### src/common/cbc_map.vh
// Register map, field positions, reset values and pin encodings of the clock buffer control.
`ifndef CBC_MAP_VH
`define CBC_MAP_VH
`define CBC_IDX_MODE 8'h00
`define CBC_IDX_OEL 8'h01
`define CBC_IDX_OEH 8'h02
`define CBC_IDX_REVID 8'h05
`define CBC_IDX_DEVID 8'h06
`define CBC_IDX_COUNT 8'h07
`define CBC_IDX_SKEWA 8'h08
`define CBC_IDX_SKEWB 8'h09
`define CBC_MODE_WMASK 8'h0E
`define CBC_MODE_RST 8'h07
`define CBC_OEL_RST 8'hFF
`define CBC_OEH_RST 8'h0F
`define CBC_OEH_WMASK 8'h0F
`define CBC_COUNT_RST 8'h08
`define CBC_COUNT_WMASK 8'h1F
`define CBC_SKEW_WMASK 8'h07
`define CBC_PLL_LOBW 2'h0
`define CBC_PLL_BYPASS 2'h1
`define CBC_PLL_HIBW 2'h3
`define CBC_TRI_LOW 2'h0
`define CBC_TRI_MID 2'h1
`define CBC_TRI_HIGH 2'h2
`define CBC_ADDR_LOW 7'h6C
`define CBC_ADDR_MID 7'h6D
`define CBC_ADDR_HIGH 7'h6F
`define CBC_BIT_SWEN 3
`define CBC_BIT_SEL 5
`endif

### src/logic/cbc_sync.v
// Two-flop synchroniser for a group of pin inputs.
`default_nettype none
module cbc_sync #(
   parameter WIDTH = 1
) (
   // Clock and reset
   input wire core_clk,
   input wire reset,
   // Data
   input wire [WIDTH-1:0] async_in,
   output reg [WIDTH-1:0] sync_out
);
   reg [WIDTH-1:0] meta_q;
   always @(posedge core_clk) begin
      if (reset) begin
         meta_q <= {WIDTH{1'b0}};
         sync_out <= {WIDTH{1'b0}};
      end else begin
         meta_q <= async_in;
         sync_out <= meta_q;
      end
   end
endmodule // cbc_sync
`default_nettype wire

### src/logic/cbc_smb_slave.v
// SMBus byte-level slave: bit shifting, start/stop detection and acknowledge.
`default_nettype none
`include "cbc_map.vh"
module cbc_smb_slave (
   // Clock and reset
   input wire core_clk,
   input wire reset,
   // Synchronised bus lines
   input wire scl_s,
   input wire sda_s,
   output reg sda_oe,
   // Own address
   input wire [6:0] dev_addr,
   // Byte events
   output reg start_p,
   output reg stop_p,
   output reg addr_p,
   output reg rd_mode,
   output reg wbyte_p,
   output reg [7:0] wbyte,
   output reg rbyte_req_p,
   input wire [7:0] rbyte
);
   localparam ST_IDLE = 3'h0;
   localparam ST_ADDR = 3'h1;
   localparam ST_WDAT = 3'h2;
   localparam ST_ACK = 3'h3;
   localparam ST_RDAT = 3'h4;
   localparam ST_RACK = 3'h5;
   reg scl_q, sda_q;
   reg [2:0] state_q;
   reg [2:0] bit_q;
   reg [7:0] sh_q;
   reg first_q;
   wire scl_rise = scl_s & ~scl_q;
   wire scl_fall = ~scl_s & scl_q;
   wire start_c = scl_s & scl_q & sda_q & ~sda_s;
   wire stop_c = scl_s & scl_q & ~sda_q & sda_s;
   always @(posedge core_clk) begin
      start_p <= 1'b0;
      stop_p <= 1'b0;
      addr_p <= 1'b0;
      wbyte_p <= 1'b0;
      rbyte_req_p <= 1'b0;
      if (reset) begin
         scl_q <= 1'b1;
         sda_q <= 1'b1;
         state_q <= ST_IDLE;
         bit_q <= 3'h0;
         sh_q <= 8'h00;
         sda_oe <= 1'b0;
         rd_mode <= 1'b0;
         wbyte <= 8'h00;
         first_q <= 1'b0;
      end else begin
         scl_q <= scl_s;
         sda_q <= sda_s;
         if (start_c) begin
            // The clock rise that frames a repeated start must not count as a bit.
            start_p <= 1'b1;
            state_q <= ST_ADDR;
            bit_q <= 3'h0;
            first_q <= 1'b0;
            sda_oe <= 1'b0;
         end else if (stop_c) begin
            stop_p <= 1'b1;
            state_q <= ST_IDLE;
            sda_oe <= 1'b0;
         end else begin
            case (state_q)
               ST_ADDR, ST_WDAT: begin
                  if (scl_rise) begin
                     sh_q <= {sh_q[6:0], sda_s};
                     bit_q <= bit_q + 3'h1;
                  end
                  if (scl_fall && bit_q == 3'h0 && first_q) begin
                     first_q <= 1'b0;
                     if (state_q == ST_ADDR) begin
                        // Only our own address is acknowledged; others leave the bus.
                        if (sh_q[7:1] == dev_addr) begin
                           addr_p <= 1'b1;
                           rd_mode <= sh_q[0];
                           sda_oe <= 1'b1;
                           state_q <= ST_ACK;
                        end else begin
                           state_q <= ST_IDLE;
                        end
                     end else begin
                        // Every written byte is acknowledged on its own.
                        wbyte <= sh_q;
                        wbyte_p <= 1'b1;
                        sda_oe <= 1'b1;
                        state_q <= ST_ACK;
                     end
                  end else if (scl_rise) begin
                     first_q <= 1'b1;
                  end
               end
               ST_ACK: begin
                  if (scl_fall) begin
                     bit_q <= 3'h0;
                     first_q <= 1'b0;
                     if (rd_mode) begin
                        state_q <= ST_RDAT;
                        sh_q <= rbyte;
                        sda_oe <= ~rbyte[7];
                        rbyte_req_p <= 1'b1;
                     end else begin
                        sda_oe <= 1'b0;
                        state_q <= ST_WDAT;
                     end
                  end
               end
               ST_RDAT: begin
                  if (scl_fall) begin
                     bit_q <= bit_q + 3'h1;
                     if (bit_q == 3'h7) begin
                        sda_oe <= 1'b0;
                        state_q <= ST_RACK;
                     end else begin
                        sda_oe <= ~sh_q[6];
                        sh_q <= {sh_q[6:0], 1'b0};
                     end
                  end
               end
               ST_RACK: begin
                  // Host ACK asks for the next byte; NACK ends the read.
                  if (scl_rise) begin
                     state_q <= sda_s ? ST_IDLE : ST_ACK;
                  end
               end
               default: begin
                  state_q <= ST_IDLE;
               end
            endcase
         end
      end
   end
endmodule // cbc_smb_slave
`default_nettype wire

### src/logic/cbc_top.v
// Clock buffer control: SMBus register bank, pin latching and output gating.
`default_nettype none
`include "cbc_map.vh"
module cbc_top #(
   parameter NUM_OUT = 12,
   parameter [7:0] REV_ID = 8'h11,
   parameter [7:0] DEV_ID = 8'h22
) (
   // Clock and reset
   input wire core_clk,
   input wire reset,
   // SMBus pins
   input wire smb_clk_in,
   input wire smb_data_in,
   output reg smb_data_out,
   output reg smb_data_oe,
   // Board control pins
   input wire power_good_powerdown_n,
   input wire [1:0] pll_mode_pin,
   input wire [1:0] addr_select_pin,
   input wire sel_input_a,
   input wire [NUM_OUT-1:0] out_enable_pin_n,
   // Clock path control
   output reg [NUM_OUT-1:0] diff_clock_out_run,
   output reg feedback_out_run,
   output reg pll_power_on,
   output reg pll_bypass,
   output reg [1:0] pll_mode_applied,
   output reg use_clock_input_a,
   output reg [5:0] skew_steps_early,
   output reg skew_step_p,
   output reg [2:0] skew_step_count
);
   wire [2:0] pin_s;
   wire [1:0] mode_s, addr_s;
   wire [NUM_OUT-1:0] oe_s;
   wire scl_s, sda_s;
   cbc_sync #(.WIDTH(3)) u_sync_ctl (
      .core_clk(core_clk), .reset(reset),
      .async_in({power_good_powerdown_n, sel_input_a, smb_clk_in}),
      .sync_out(pin_s)
   );
   cbc_sync #(.WIDTH(5)) u_sync_tri (
      .core_clk(core_clk), .reset(reset),
      .async_in({pll_mode_pin, addr_select_pin, smb_data_in}),
      .sync_out({mode_s, addr_s, sda_s})
   );
   cbc_sync #(.WIDTH(NUM_OUT)) u_sync_oe (
      .core_clk(core_clk), .reset(reset),
      .async_in(out_enable_pin_n),
      .sync_out(oe_s)
   );
   wire pg_s = pin_s[2];
   wire sel_s = pin_s[1];
   assign scl_s = pin_s[0];

   function [1:0] tri_to_mode;
      input [1:0] tri_lvl;
      begin
         case (tri_lvl)
            `CBC_TRI_LOW: tri_to_mode = `CBC_PLL_LOBW;
            `CBC_TRI_HIGH: tri_to_mode = `CBC_PLL_HIBW;
            default: tri_to_mode = `CBC_PLL_BYPASS;
         endcase
      end
   endfunction
   function [6:0] tri_to_addr;
      input [1:0] tri_lvl;
      begin
         case (tri_lvl)
            `CBC_TRI_LOW: tri_to_addr = `CBC_ADDR_LOW;
            `CBC_TRI_HIGH: tri_to_addr = `CBC_ADDR_HIGH;
            default: tri_to_addr = `CBC_ADDR_MID;
         endcase
      end
   endfunction

   // Strap latch on the first power-good rise after reset.
   reg latched_q, pg_q;
   reg [1:0] mode_latch_q;
   reg [6:0] addr_q;
   always @(posedge core_clk) begin
      if (reset) begin
         latched_q <= 1'b0;
         pg_q <= 1'b0;
         mode_latch_q <= `CBC_PLL_BYPASS;
         addr_q <= `CBC_ADDR_MID;
      end else begin
         pg_q <= pg_s;
         if (pg_s && !pg_q && !latched_q) begin
            latched_q <= 1'b1;
            mode_latch_q <= tri_to_mode(mode_s);
            addr_q <= tri_to_addr(addr_s);
         end
      end
   end

   // Register bank.
   reg [7:0] mode_q, oel_q, oeh_q, count_q;
   reg [2:0] skewa_q, skewb_q;
   reg [7:0] idx_q;
   reg [1:0] phase_q;
   reg [7:0] left_q;
   wire start_p, stop_p, addr_p, rd_mode, wbyte_p, rreq_p, sda_oe;
   wire [7:0] wbyte;
   reg [7:0] rbyte;

   function [7:0] reg_read;
      input [7:0] idx;
      begin
         case (idx)
            // Bits 7:6 latched mode, bit 5 live select pin.
            `CBC_IDX_MODE: reg_read = {mode_latch_q, sel_s, 1'b0, mode_q[3:0]};
            `CBC_IDX_OEL: reg_read = oel_q;
            `CBC_IDX_OEH: reg_read = oeh_q & `CBC_OEH_WMASK;
            `CBC_IDX_REVID: reg_read = REV_ID;
            `CBC_IDX_DEVID: reg_read = DEV_ID;
            `CBC_IDX_COUNT: reg_read = count_q;
            `CBC_IDX_SKEWA: reg_read = {5'h00, skewa_q};
            `CBC_IDX_SKEWB: reg_read = {5'h00, skewb_q};
            default: reg_read = 8'h00;
         endcase
      end
   endfunction

   always @* begin
      // The first read byte is the count, then registers from the index.
      rbyte = (phase_q == 2'h2) ? count_q : reg_read(idx_q);
   end

   always @(posedge core_clk) begin
      skew_step_p <= 1'b0;
      if (reset) begin
         mode_q <= `CBC_MODE_RST;
         oel_q <= `CBC_OEL_RST;
         oeh_q <= `CBC_OEH_RST;
         count_q <= `CBC_COUNT_RST;
         skewa_q <= 3'h0;
         skewb_q <= 3'h0;
         skew_step_count <= 3'h0;
         skew_steps_early <= 6'h00;
         idx_q <= 8'h00;
         phase_q <= 2'h0;
         left_q <= 8'h00;
      end else begin
         if (start_p) begin
            phase_q <= 2'h0;
         end
         if (addr_p) begin
            // A read after the index starts with the count byte.
            phase_q <= rd_mode ? 2'h2 : 2'h0;
            left_q <= count_q;
         end
         if (wbyte_p) begin
            case (phase_q)
               2'h0: begin
                  idx_q <= wbyte;
                  phase_q <= 2'h1;
               end
               2'h1: begin
                  left_q <= wbyte;
                  phase_q <= 2'h3;
               end
               default: begin
                  if (left_q != 8'h00) begin
                     left_q <= left_q - 8'h01;
                     idx_q <= idx_q + 8'h01;
                     case (idx_q)
                        // Only writable bits take the new value.
                        `CBC_IDX_MODE: mode_q <= (mode_q & ~`CBC_MODE_WMASK)
                                                 | (wbyte & `CBC_MODE_WMASK);
                        `CBC_IDX_OEL: oel_q <= wbyte;
                        `CBC_IDX_OEH: oeh_q <= wbyte & `CBC_OEH_WMASK;
                        `CBC_IDX_COUNT: count_q <= wbyte & `CBC_COUNT_WMASK;
                        `CBC_IDX_SKEWA: begin
                           skewa_q <= wbyte[2:0];
                           if (sel_s) begin
                              skew_step_p <= 1'b1;
                              skew_step_count <= wbyte[2:0];
                              skew_steps_early <= skew_steps_early + {3'h0, wbyte[2:0]};
                           end
                        end
                        `CBC_IDX_SKEWB: begin
                           skewb_q <= wbyte[2:0];
                           if (!sel_s) begin
                              skew_step_p <= 1'b1;
                              skew_step_count <= wbyte[2:0];
                              skew_steps_early <= skew_steps_early + {3'h0, wbyte[2:0]};
                           end
                        end
                        default: begin
                        end
                     endcase
                  end
               end
            endcase
         end
         if (rreq_p) begin
            if (phase_q == 2'h2) begin
               phase_q <= 2'h3;
            end else begin
               // Index advances per byte; a count of 0 still returns data.
               idx_q <= idx_q + 8'h01;
            end
         end
      end
   end

   cbc_smb_slave u_smb (
      .core_clk(core_clk), .reset(reset),
      .scl_s(scl_s), .sda_s(sda_s), .sda_oe(sda_oe),
      .dev_addr(addr_q),
      .start_p(start_p), .stop_p(stop_p), .addr_p(addr_p), .rd_mode(rd_mode),
      .wbyte_p(wbyte_p), .wbyte(wbyte),
      .rbyte_req_p(rreq_p), .rbyte(rbyte)
   );

   // Output control.
   wire sw_en = mode_q[`CBC_BIT_SWEN];
   wire [1:0] mode_eff = sw_en ? mode_q[2:1] : mode_latch_q;
   wire [11:0] en_bits = {oeh_q[3:0], oel_q};
   always @(posedge core_clk) begin
      if (reset) begin
         smb_data_out <= 1'b0;
         smb_data_oe <= 1'b0;
         diff_clock_out_run <= {NUM_OUT{1'b0}};
         feedback_out_run <= 1'b0;
         pll_power_on <= 1'b0;
         pll_bypass <= 1'b0;
         pll_mode_applied <= `CBC_PLL_BYPASS;
         use_clock_input_a <= 1'b0;
      end else begin
         smb_data_oe <= sda_oe;
         pll_mode_applied <= mode_eff;
         pll_bypass <= (mode_eff == `CBC_PLL_BYPASS);
         use_clock_input_a <= sel_s;
         if (!pg_s) begin
            diff_clock_out_run <= {NUM_OUT{1'b0}};
            feedback_out_run <= 1'b0;
            pll_power_on <= 1'b0;
         end else begin
            // Register bit 0 forces low/low; 1 defers to the active-low pin.
            diff_clock_out_run <= en_bits[NUM_OUT-1:0] & ~oe_s;
            feedback_out_run <= 1'b1;
            pll_power_on <= (mode_eff != `CBC_PLL_BYPASS);
         end
      end
   end
endmodule // cbc_top
`default_nettype wire

### config.mk
export PLATFORM = sky130hd
export DESIGN_NAME = cbc_top
export DESIGN_NICKNAME = d
export VERILOG_FILES = /design/src/logic/cbc_sync.v /design/src/logic/cbc_smb_slave.v /design/src/logic/cbc_top.v
export VERILOG_INCLUDE_DIRS = /design/src /design/src/common
export SDC_FILE = /design/constraint.sdc
export NUM_CORES = 1
export LEC_CHECK = 0
export ABC_AREA = 1
export BUFFER_PORTS_ARGS = -buffer_cell sky130_fd_sc_hd__buf_2
export CORE_ASPECT_RATIO = 1.5
export CORE_MARGIN = 3
export CORE_UTILIZATION = 50
export DETAILED_ROUTE_END_ITERATION = 12
export GPL_ROUTABILITY_DRIVEN = 0
export PLACE_DENSITY = 0.68
export SETUP_SLACK_MARGIN = 0.5
export SLEW_MARGIN = 20
export SYNTH_ARGS = -nofsm -noshare
export SYNTH_HDL_FRONTEND = slang
export SYNTH_SLANG_ARGS = --single-unit
### constraint.sdc
create_clock -name core_clk -period 2.1 [get_ports core_clk]
set_input_delay 0.525 -clock core_clk [delete_from_list [all_inputs] [get_ports core_clk]]
set_output_delay 0.525 -clock core_clk [all_outputs]
set_load 0.01 [all_outputs]
# After elaboration in Yosys (flattened, before gate mapping)
# Index checks and enable logic that the tools add are counted.
dict set report op_classes {
  n_eq_ne 37
  mux 69
  bitwise_logic 27
  n_reduce_logical 39
  add_sub_neg 4
}
# op n
set ops {}
lappend ops {{$mux W8} 13}
lappend ops {{$pmux W8 S8} 1}
lappend ops {{$mux W3} 11}
lappend ops {{$pmux W8 S2} 2}
lappend ops {{$reduce_and A4 Y1} 7}
lappend ops {{$reduce_and A5 Y1} 5}
lappend ops {{$eq A8 B3 Y1 const B} 3}
lappend ops {{$pmux W8 S3} 1}
lappend ops {{$mux W2} 10}
lappend ops {{$ne A4 B1 Y1 const B} 5}
lappend ops {{$mux W1} 19}
lappend ops {{$ne A2 B1 Y1 const B} 9}
lappend ops {{$not A1 Y1} 17}
lappend ops {{$eq A8 B4 Y1 const B} 2}
lappend ops {{$reduce_or A5 Y1} 3}
lappend ops {{$and A12 B12 Y12} 1}
lappend ops {{$mux W6} 2}
lappend ops {{$not A12 Y12} 1}
lappend ops {{$pmux W2 S2} 3}
lappend ops {{$pmux W3 S4} 1}
lappend ops {{$pmux W6 S2} 1}
lappend ops {{$reduce_and A6 Y1} 2}
lappend ops {{$eq A3 B3 Y1 const B} 3}
lappend ops {{$pmux W3 S3} 1}
lappend ops {{other kinds (31)} 53}
dict set report totals {
  reg_bits 160
  word_cells 219
  inputBits 22
  out_inout_bits 30
}

# Logic depth before layout (Yosys ltp)
dict set report depth {
  depth_word 8
  mapped_depth 12
}

# Cells and area by module
# A second synthesis with hierarchy kept.
dict set report hier_totals {
  hier_cells 910
  hier_area_um2 6701.4
}
# mod seq_area_each_um2 area_each_um2 cells_per_inst instances
set modules_own_cells {}
lappend modules_own_cells {cbc_top 1561.5 3837.4 545 1}
lappend modules_own_cells {cbc_smb_slave 640.6 1729.2 242 1}
lappend modules_own_cells {{cbc_sync (u_sync_oe)} 480.5 683.2 74 1}
lappend modules_own_cells {{cbc_sync (u_sync_tri)} 200.2 286.5 31 1}
lappend modules_own_cells {{cbc_sync (u_sync_ctl)} 120.1 165.2 18 1}

# Worst setup path after synthesis
# OpenSTA, ideal clock, no wires.
dict set report synth_timing {
  kind {flip-flop to flip-flop}
  from {register skew_steps_early[0]}
  to {register skew_steps_early[4]}
  setup_time_ps 70
  t_arrival_ps 1577
  stages_incl_launch_ff 9
  setup_slack_ps 453
  path_cell_list {dfxtp_1 -> ha_1 -> inv_1 -> fa_1 -> nor2_1 -> o21ai_0 -> xnor2_1 -> nand3_1 -> a21oi_1}
}
dict set report synth_between {
  elab_chain_len 3
}
# item line
set synth_lines {}
lappend synth_lines {{from (decl)} cbc_top.v:30} ;# output reg [5:0] skew_steps_early,
lappend synth_lines {{from (signal assigned)} cbc_top.v:180} ;# skew_steps_early <= skew_steps_early + {3'h0, wbyte[2:0]};
lappend synth_lines {{from (signal assigned)} cbc_top.v:188} ;# skew_steps_early <= skew_steps_early + {3'h0, wbyte[2:0]};
lappend synth_lines {{$add A6 B3 Y6 (*)} {cbc_top.v:180, cbc_top.v:188}}
lappend synth_lines {{$mux W6, on equally long branches} {cbc_top.v:185, cbc_top.v:177}}
lappend synth_lines {{$pmux W6 S2 (*)} cbc_top.v:168} ;# case (idx_q)
# Mark *: on every way between the ends. The rest lies on a longest branch, timed or not. The select of a mux whose other input is x is not followed.
# A chain may end at the register's enable or synchronous reset.

# Worst setup path in the final report
dict set report layout_timing {
  from {register idx_q[1]}
  to {register skew_step_count[1]}
}
dict set report layout_between {
  elab_chain_len 3
}
# item line
set layout_lines {}
lappend layout_lines {{from (decl)} cbc_top.v:101} ;# reg [7:0] idx_q;
lappend layout_lines {{from (signal assigned)} cbc_top.v:157} ;# idx_q <= wbyte;
lappend layout_lines {{from (signal assigned)} cbc_top.v:167} ;# idx_q <= idx_q + 8'h01;
lappend layout_lines {{from (signal assigned)} cbc_top.v:203} ;# idx_q <= idx_q + 8'h01;
lappend layout_lines {{$eq A8 B4 Y1} cbc_top.v:168}
lappend layout_lines {{$ne A2 B1 Y1 (no source line), or another cell as far along} n/a}
lappend layout_lines {{$reduce_and A6 Y1 (no source line)} n/a}
lappend layout_lines {{to (signal assigned)} cbc_top.v:179} ;# skew_step_count <= wbyte[2:0];
lappend layout_lines {{to (signal assigned)} cbc_top.v:187} ;# skew_step_count <= wbyte[2:0];
lappend layout_lines {{to (decl)} cbc_top.v:32} ;# output reg [2:0] skew_step_count
# Several ways; a longest one is shown, not always the timed one.

==> flow_summary.yaml <==
status:
  status: "finished clean"
global_route:
  antenna_found_initial: 0
  overflow: 0
  grt_pass1_wl_mm: 26.7
  grt_max_degree: 64
  grt_pass1_vias: 5614
  track_usage_pct: 23.6
route:
  via_per_inst: 5.41
  drt-initial-drc-count: 427
  vias: 5920
  ant_nets: 0
  wire_per_inst_um: 15.2
  first_pass_iters: 5
  drc: 0
  wirelength_mm: 16.7
setup_path:
  cp.required_ns: 2.45
  crit_end: "skew_step_count[1]"
  crit_start: "idx_q[1]"
  r2r_cells: 10
  crit_arrival_ns: 2.02
  r2r_start: "idx_q[1]"
  worstSetupPathType: "reg2reg"
  path_max_fanout: 5
  end_kind: "register"
  r2r_end: "skew_step_count[1]"
  rrSetupSlack_ns: 0.44
  start_kind: "register"
power_and_ir_drop:
  leakagePower_nw: 3.55
  power.density_nw_per_um2: 872
  ir_drop_mv: 0.711
cells_and_area:
  fillerInstances: 1001
  area.growth.synth_to_final_pct: 25.3
  antenna_cells: 0
  fin_area_um2: 7980
  register_area_um2: 3020
  drive_gt1_share_pct: 24.4
  multi_input_area_um2: 3100
  num-nets-final: 964
flow_run:
  drv_cap: 0
synth:
  netlist_instances: 844
  synth_edf_count: 0
  synth.most_common_cell: "dfxtp_1"
  syn-num-nets: 879
  ys_seq_elements: 149
  syn_area_per_cell_um2: 7.55
  synth_area_leaders: "dfxtp_1, nand2_1, nor2_1"
  ys_seq_area_share_pct: 46.8
  synth_top_cells_by_count: "dfxtp_1, nand2_1, nor2_1"
  synth_cell_types: 46
  yosys.area.top_type: "dfxtp_1"
  synthArstFlopShare_pct: 0
  synth_top_area_share_pct: 46.8
  yosysWarnings: 0
  synthFlopType: "dfxtp_1"
  synthesis.area_um2: 6370
clock_tree:
  clkSlewWorstSetupHoldPaths_ns: 0.06
  cts_buffer_depth: 2
  ctsRootBufferMaster: "clkbuf_16"
  cts_htree_levels: 4
  clock_sinks: 149
  hold_buffers: 0
  numCtsBuffers: 17
  cts_tree: "done"
  clock_latency_ns: 0.42
floorplan:
  die_x_um: 98.2
  die_y_um: 144
  pin_count: 52
  initial_core_util_pct: 52.2
  die_area_um2: 14200
  rows: 49
  core_area_um2: 12200
timing:
  timing.final.crit_share_pct: 79.3
  fmax_mhz: 601
  fin_tns_setup_ns: 0
  drv_slew: 0
  finalHoldViolCount: 0
  whs_ns: 0.311
  skew_ns: 0.00851
  final-setup-viol-count: 0
  rsz0062_at_grt: "yes"
  period_needed_ns: 1.66
worst_hold_path:
  holdCritPathClass: "in2reg"
  hp-start: "smb_clk_in"
placement:
  dpl.hpwl_mm: 11.2
  place_area_um2: 6800
  io_buffers: 50
-- what timing repair did --
action,CTS,global route
cloned,1,0
gates resized for setup,51,52
setup buffers,19,11
pin swaps,14,15
endpoints found under the hold margin,0,0
setup endpoints to repair,65,69
-- layout make-up --
| cell class | count | area share (%) |
|---|---|---|
| clock inverters | 14 | 2.20 |
| inverters | 124 | 6.18 |
| multi-input cells | 548 | 38.9 |
| well taps | 153 | 2.40 |
| repair buffers | 89 | 7.21 |
| flip-flops and latches | 149 | 37.8 |
| clock buffers | 17 | 5.33 |
-- report_power, final --
part           internal, W  total [W]  switching, W
logic             0.000278   0.000749      0.000472
registers          0.00299    0.00311      0.000126
clock network      0.00188    0.00310       0.00122
-- flip-flops by register name, indices dropped and copies added (netlist names), 4 cells and up --
| name | count |
|---|---|
| diff_clock_out_run | 12 |
| u_smb.wbyte | 8 |
| u_smb.sh_q | 8 |
| u_sync_tri.sync_out | 5 |
| oeh_q | 4 |
| idx_q | 8 |
| skew_steps_early | 6 |
| u_sync_tri.meta_q | 5 |
| left_q | 8 |
| oel_q | 8 |
| u_sync_oe.meta_q | 12 |
| u_sync_oe.sync_out | 12 |
| count_q | 5 |
-- placed cells by master (no fill, tap or decap), drive strengths merged, types with 12 or more instances in the layout --
| cell | synthesis | final |
|---|---|---|
| o21ai | 58 | 58 |
| a21oi | 66 | 66 |
| nor3 | 13 | 13 |
| buf | 10 | 89 |
| clkbuf | 14 | 17 |
| o211ai | 20 | 20 |
| ha | 12 | 12 |
| nor2 | 129 | 130 |
| nand3 | 47 | 47 |
| dfxtp | 149 | 149 |
| nand2 | 149 | 149 |
| inv | 123 | 128 |
-- worst max-delay path, stage by stage (launching register included) --
cell	delay (ns)
dfxtp_4	0.37
inv_4	0.08
ha_4	0.17
nand3_2	0.11
nor2_4	0.14
inv_2	0.09
o21ai_4	0.15
nand2_2	0.11
a21oi_4	0.18
o21ai_1	0.10
nor2_1	0.11
-- per-stage QoR --
| step | worst slack [ns] | total power, W | std cells | util, % |
|---|---|---|---|---|
| final | 0.436 | 0.00696 | 1094 | 65.4 |
| after global routing | 0.342 | 0.00724 | 1094 | 65.4 |
| after CTS | 0.494 | 0.00696 | 1083 | 63.3 |
| after detailed placement | 0.191 | 0.00381 | 1032 | 55.7 |
| after global placement | 0.297 | 0.00379 | 1032 | 55.7 |
| after floorplan | 0.504 | 0.00363 | 844 | - |
-- how the worst min path moves through the flow --
stage	end	slack, ns	cells past startpoint
4_1_cts	u_sync_oe.meta_q[5]	0.30	3
6_report	u_sync_ctl.meta_q[0]	0.31	3
2_1_floorplan	diff_clock_out_run[0]	0.37	1
3_3_place_gp	diff_clock_out_run[0]	0.37	1
5_1_grt	u_sync_oe.meta_q[8]	0.31	3
3_5_place_dp	diff_clock_out_run[3]	0.37	1
-- logic make-up (layout without fill, tap and decap cells) --
logic type,Yosys count,count (layout),synth area share (%)
flip-flops,149,149,46.8
AND/OR/NAND/NOR,351,352,24.4
AO/OA/AOI/OAI,167,167,15.0
other,1,1,0.0589
XOR/XNOR,15,15,2.06
buffers and inverters,148,244,9.04
adder cells (fa/ha/maj),13,13,2.67
-- metal layers --
layer  vias up  part of all wire (%)  track usage, %
met1      2749                    40            27.0
met4         0                   5.9            13.2
met5         -                     0               0
met2       229                    49            41.6
li1       2884                     -               -
met3        58                   5.5            4.05
Power figures use the tool's default switching activity.
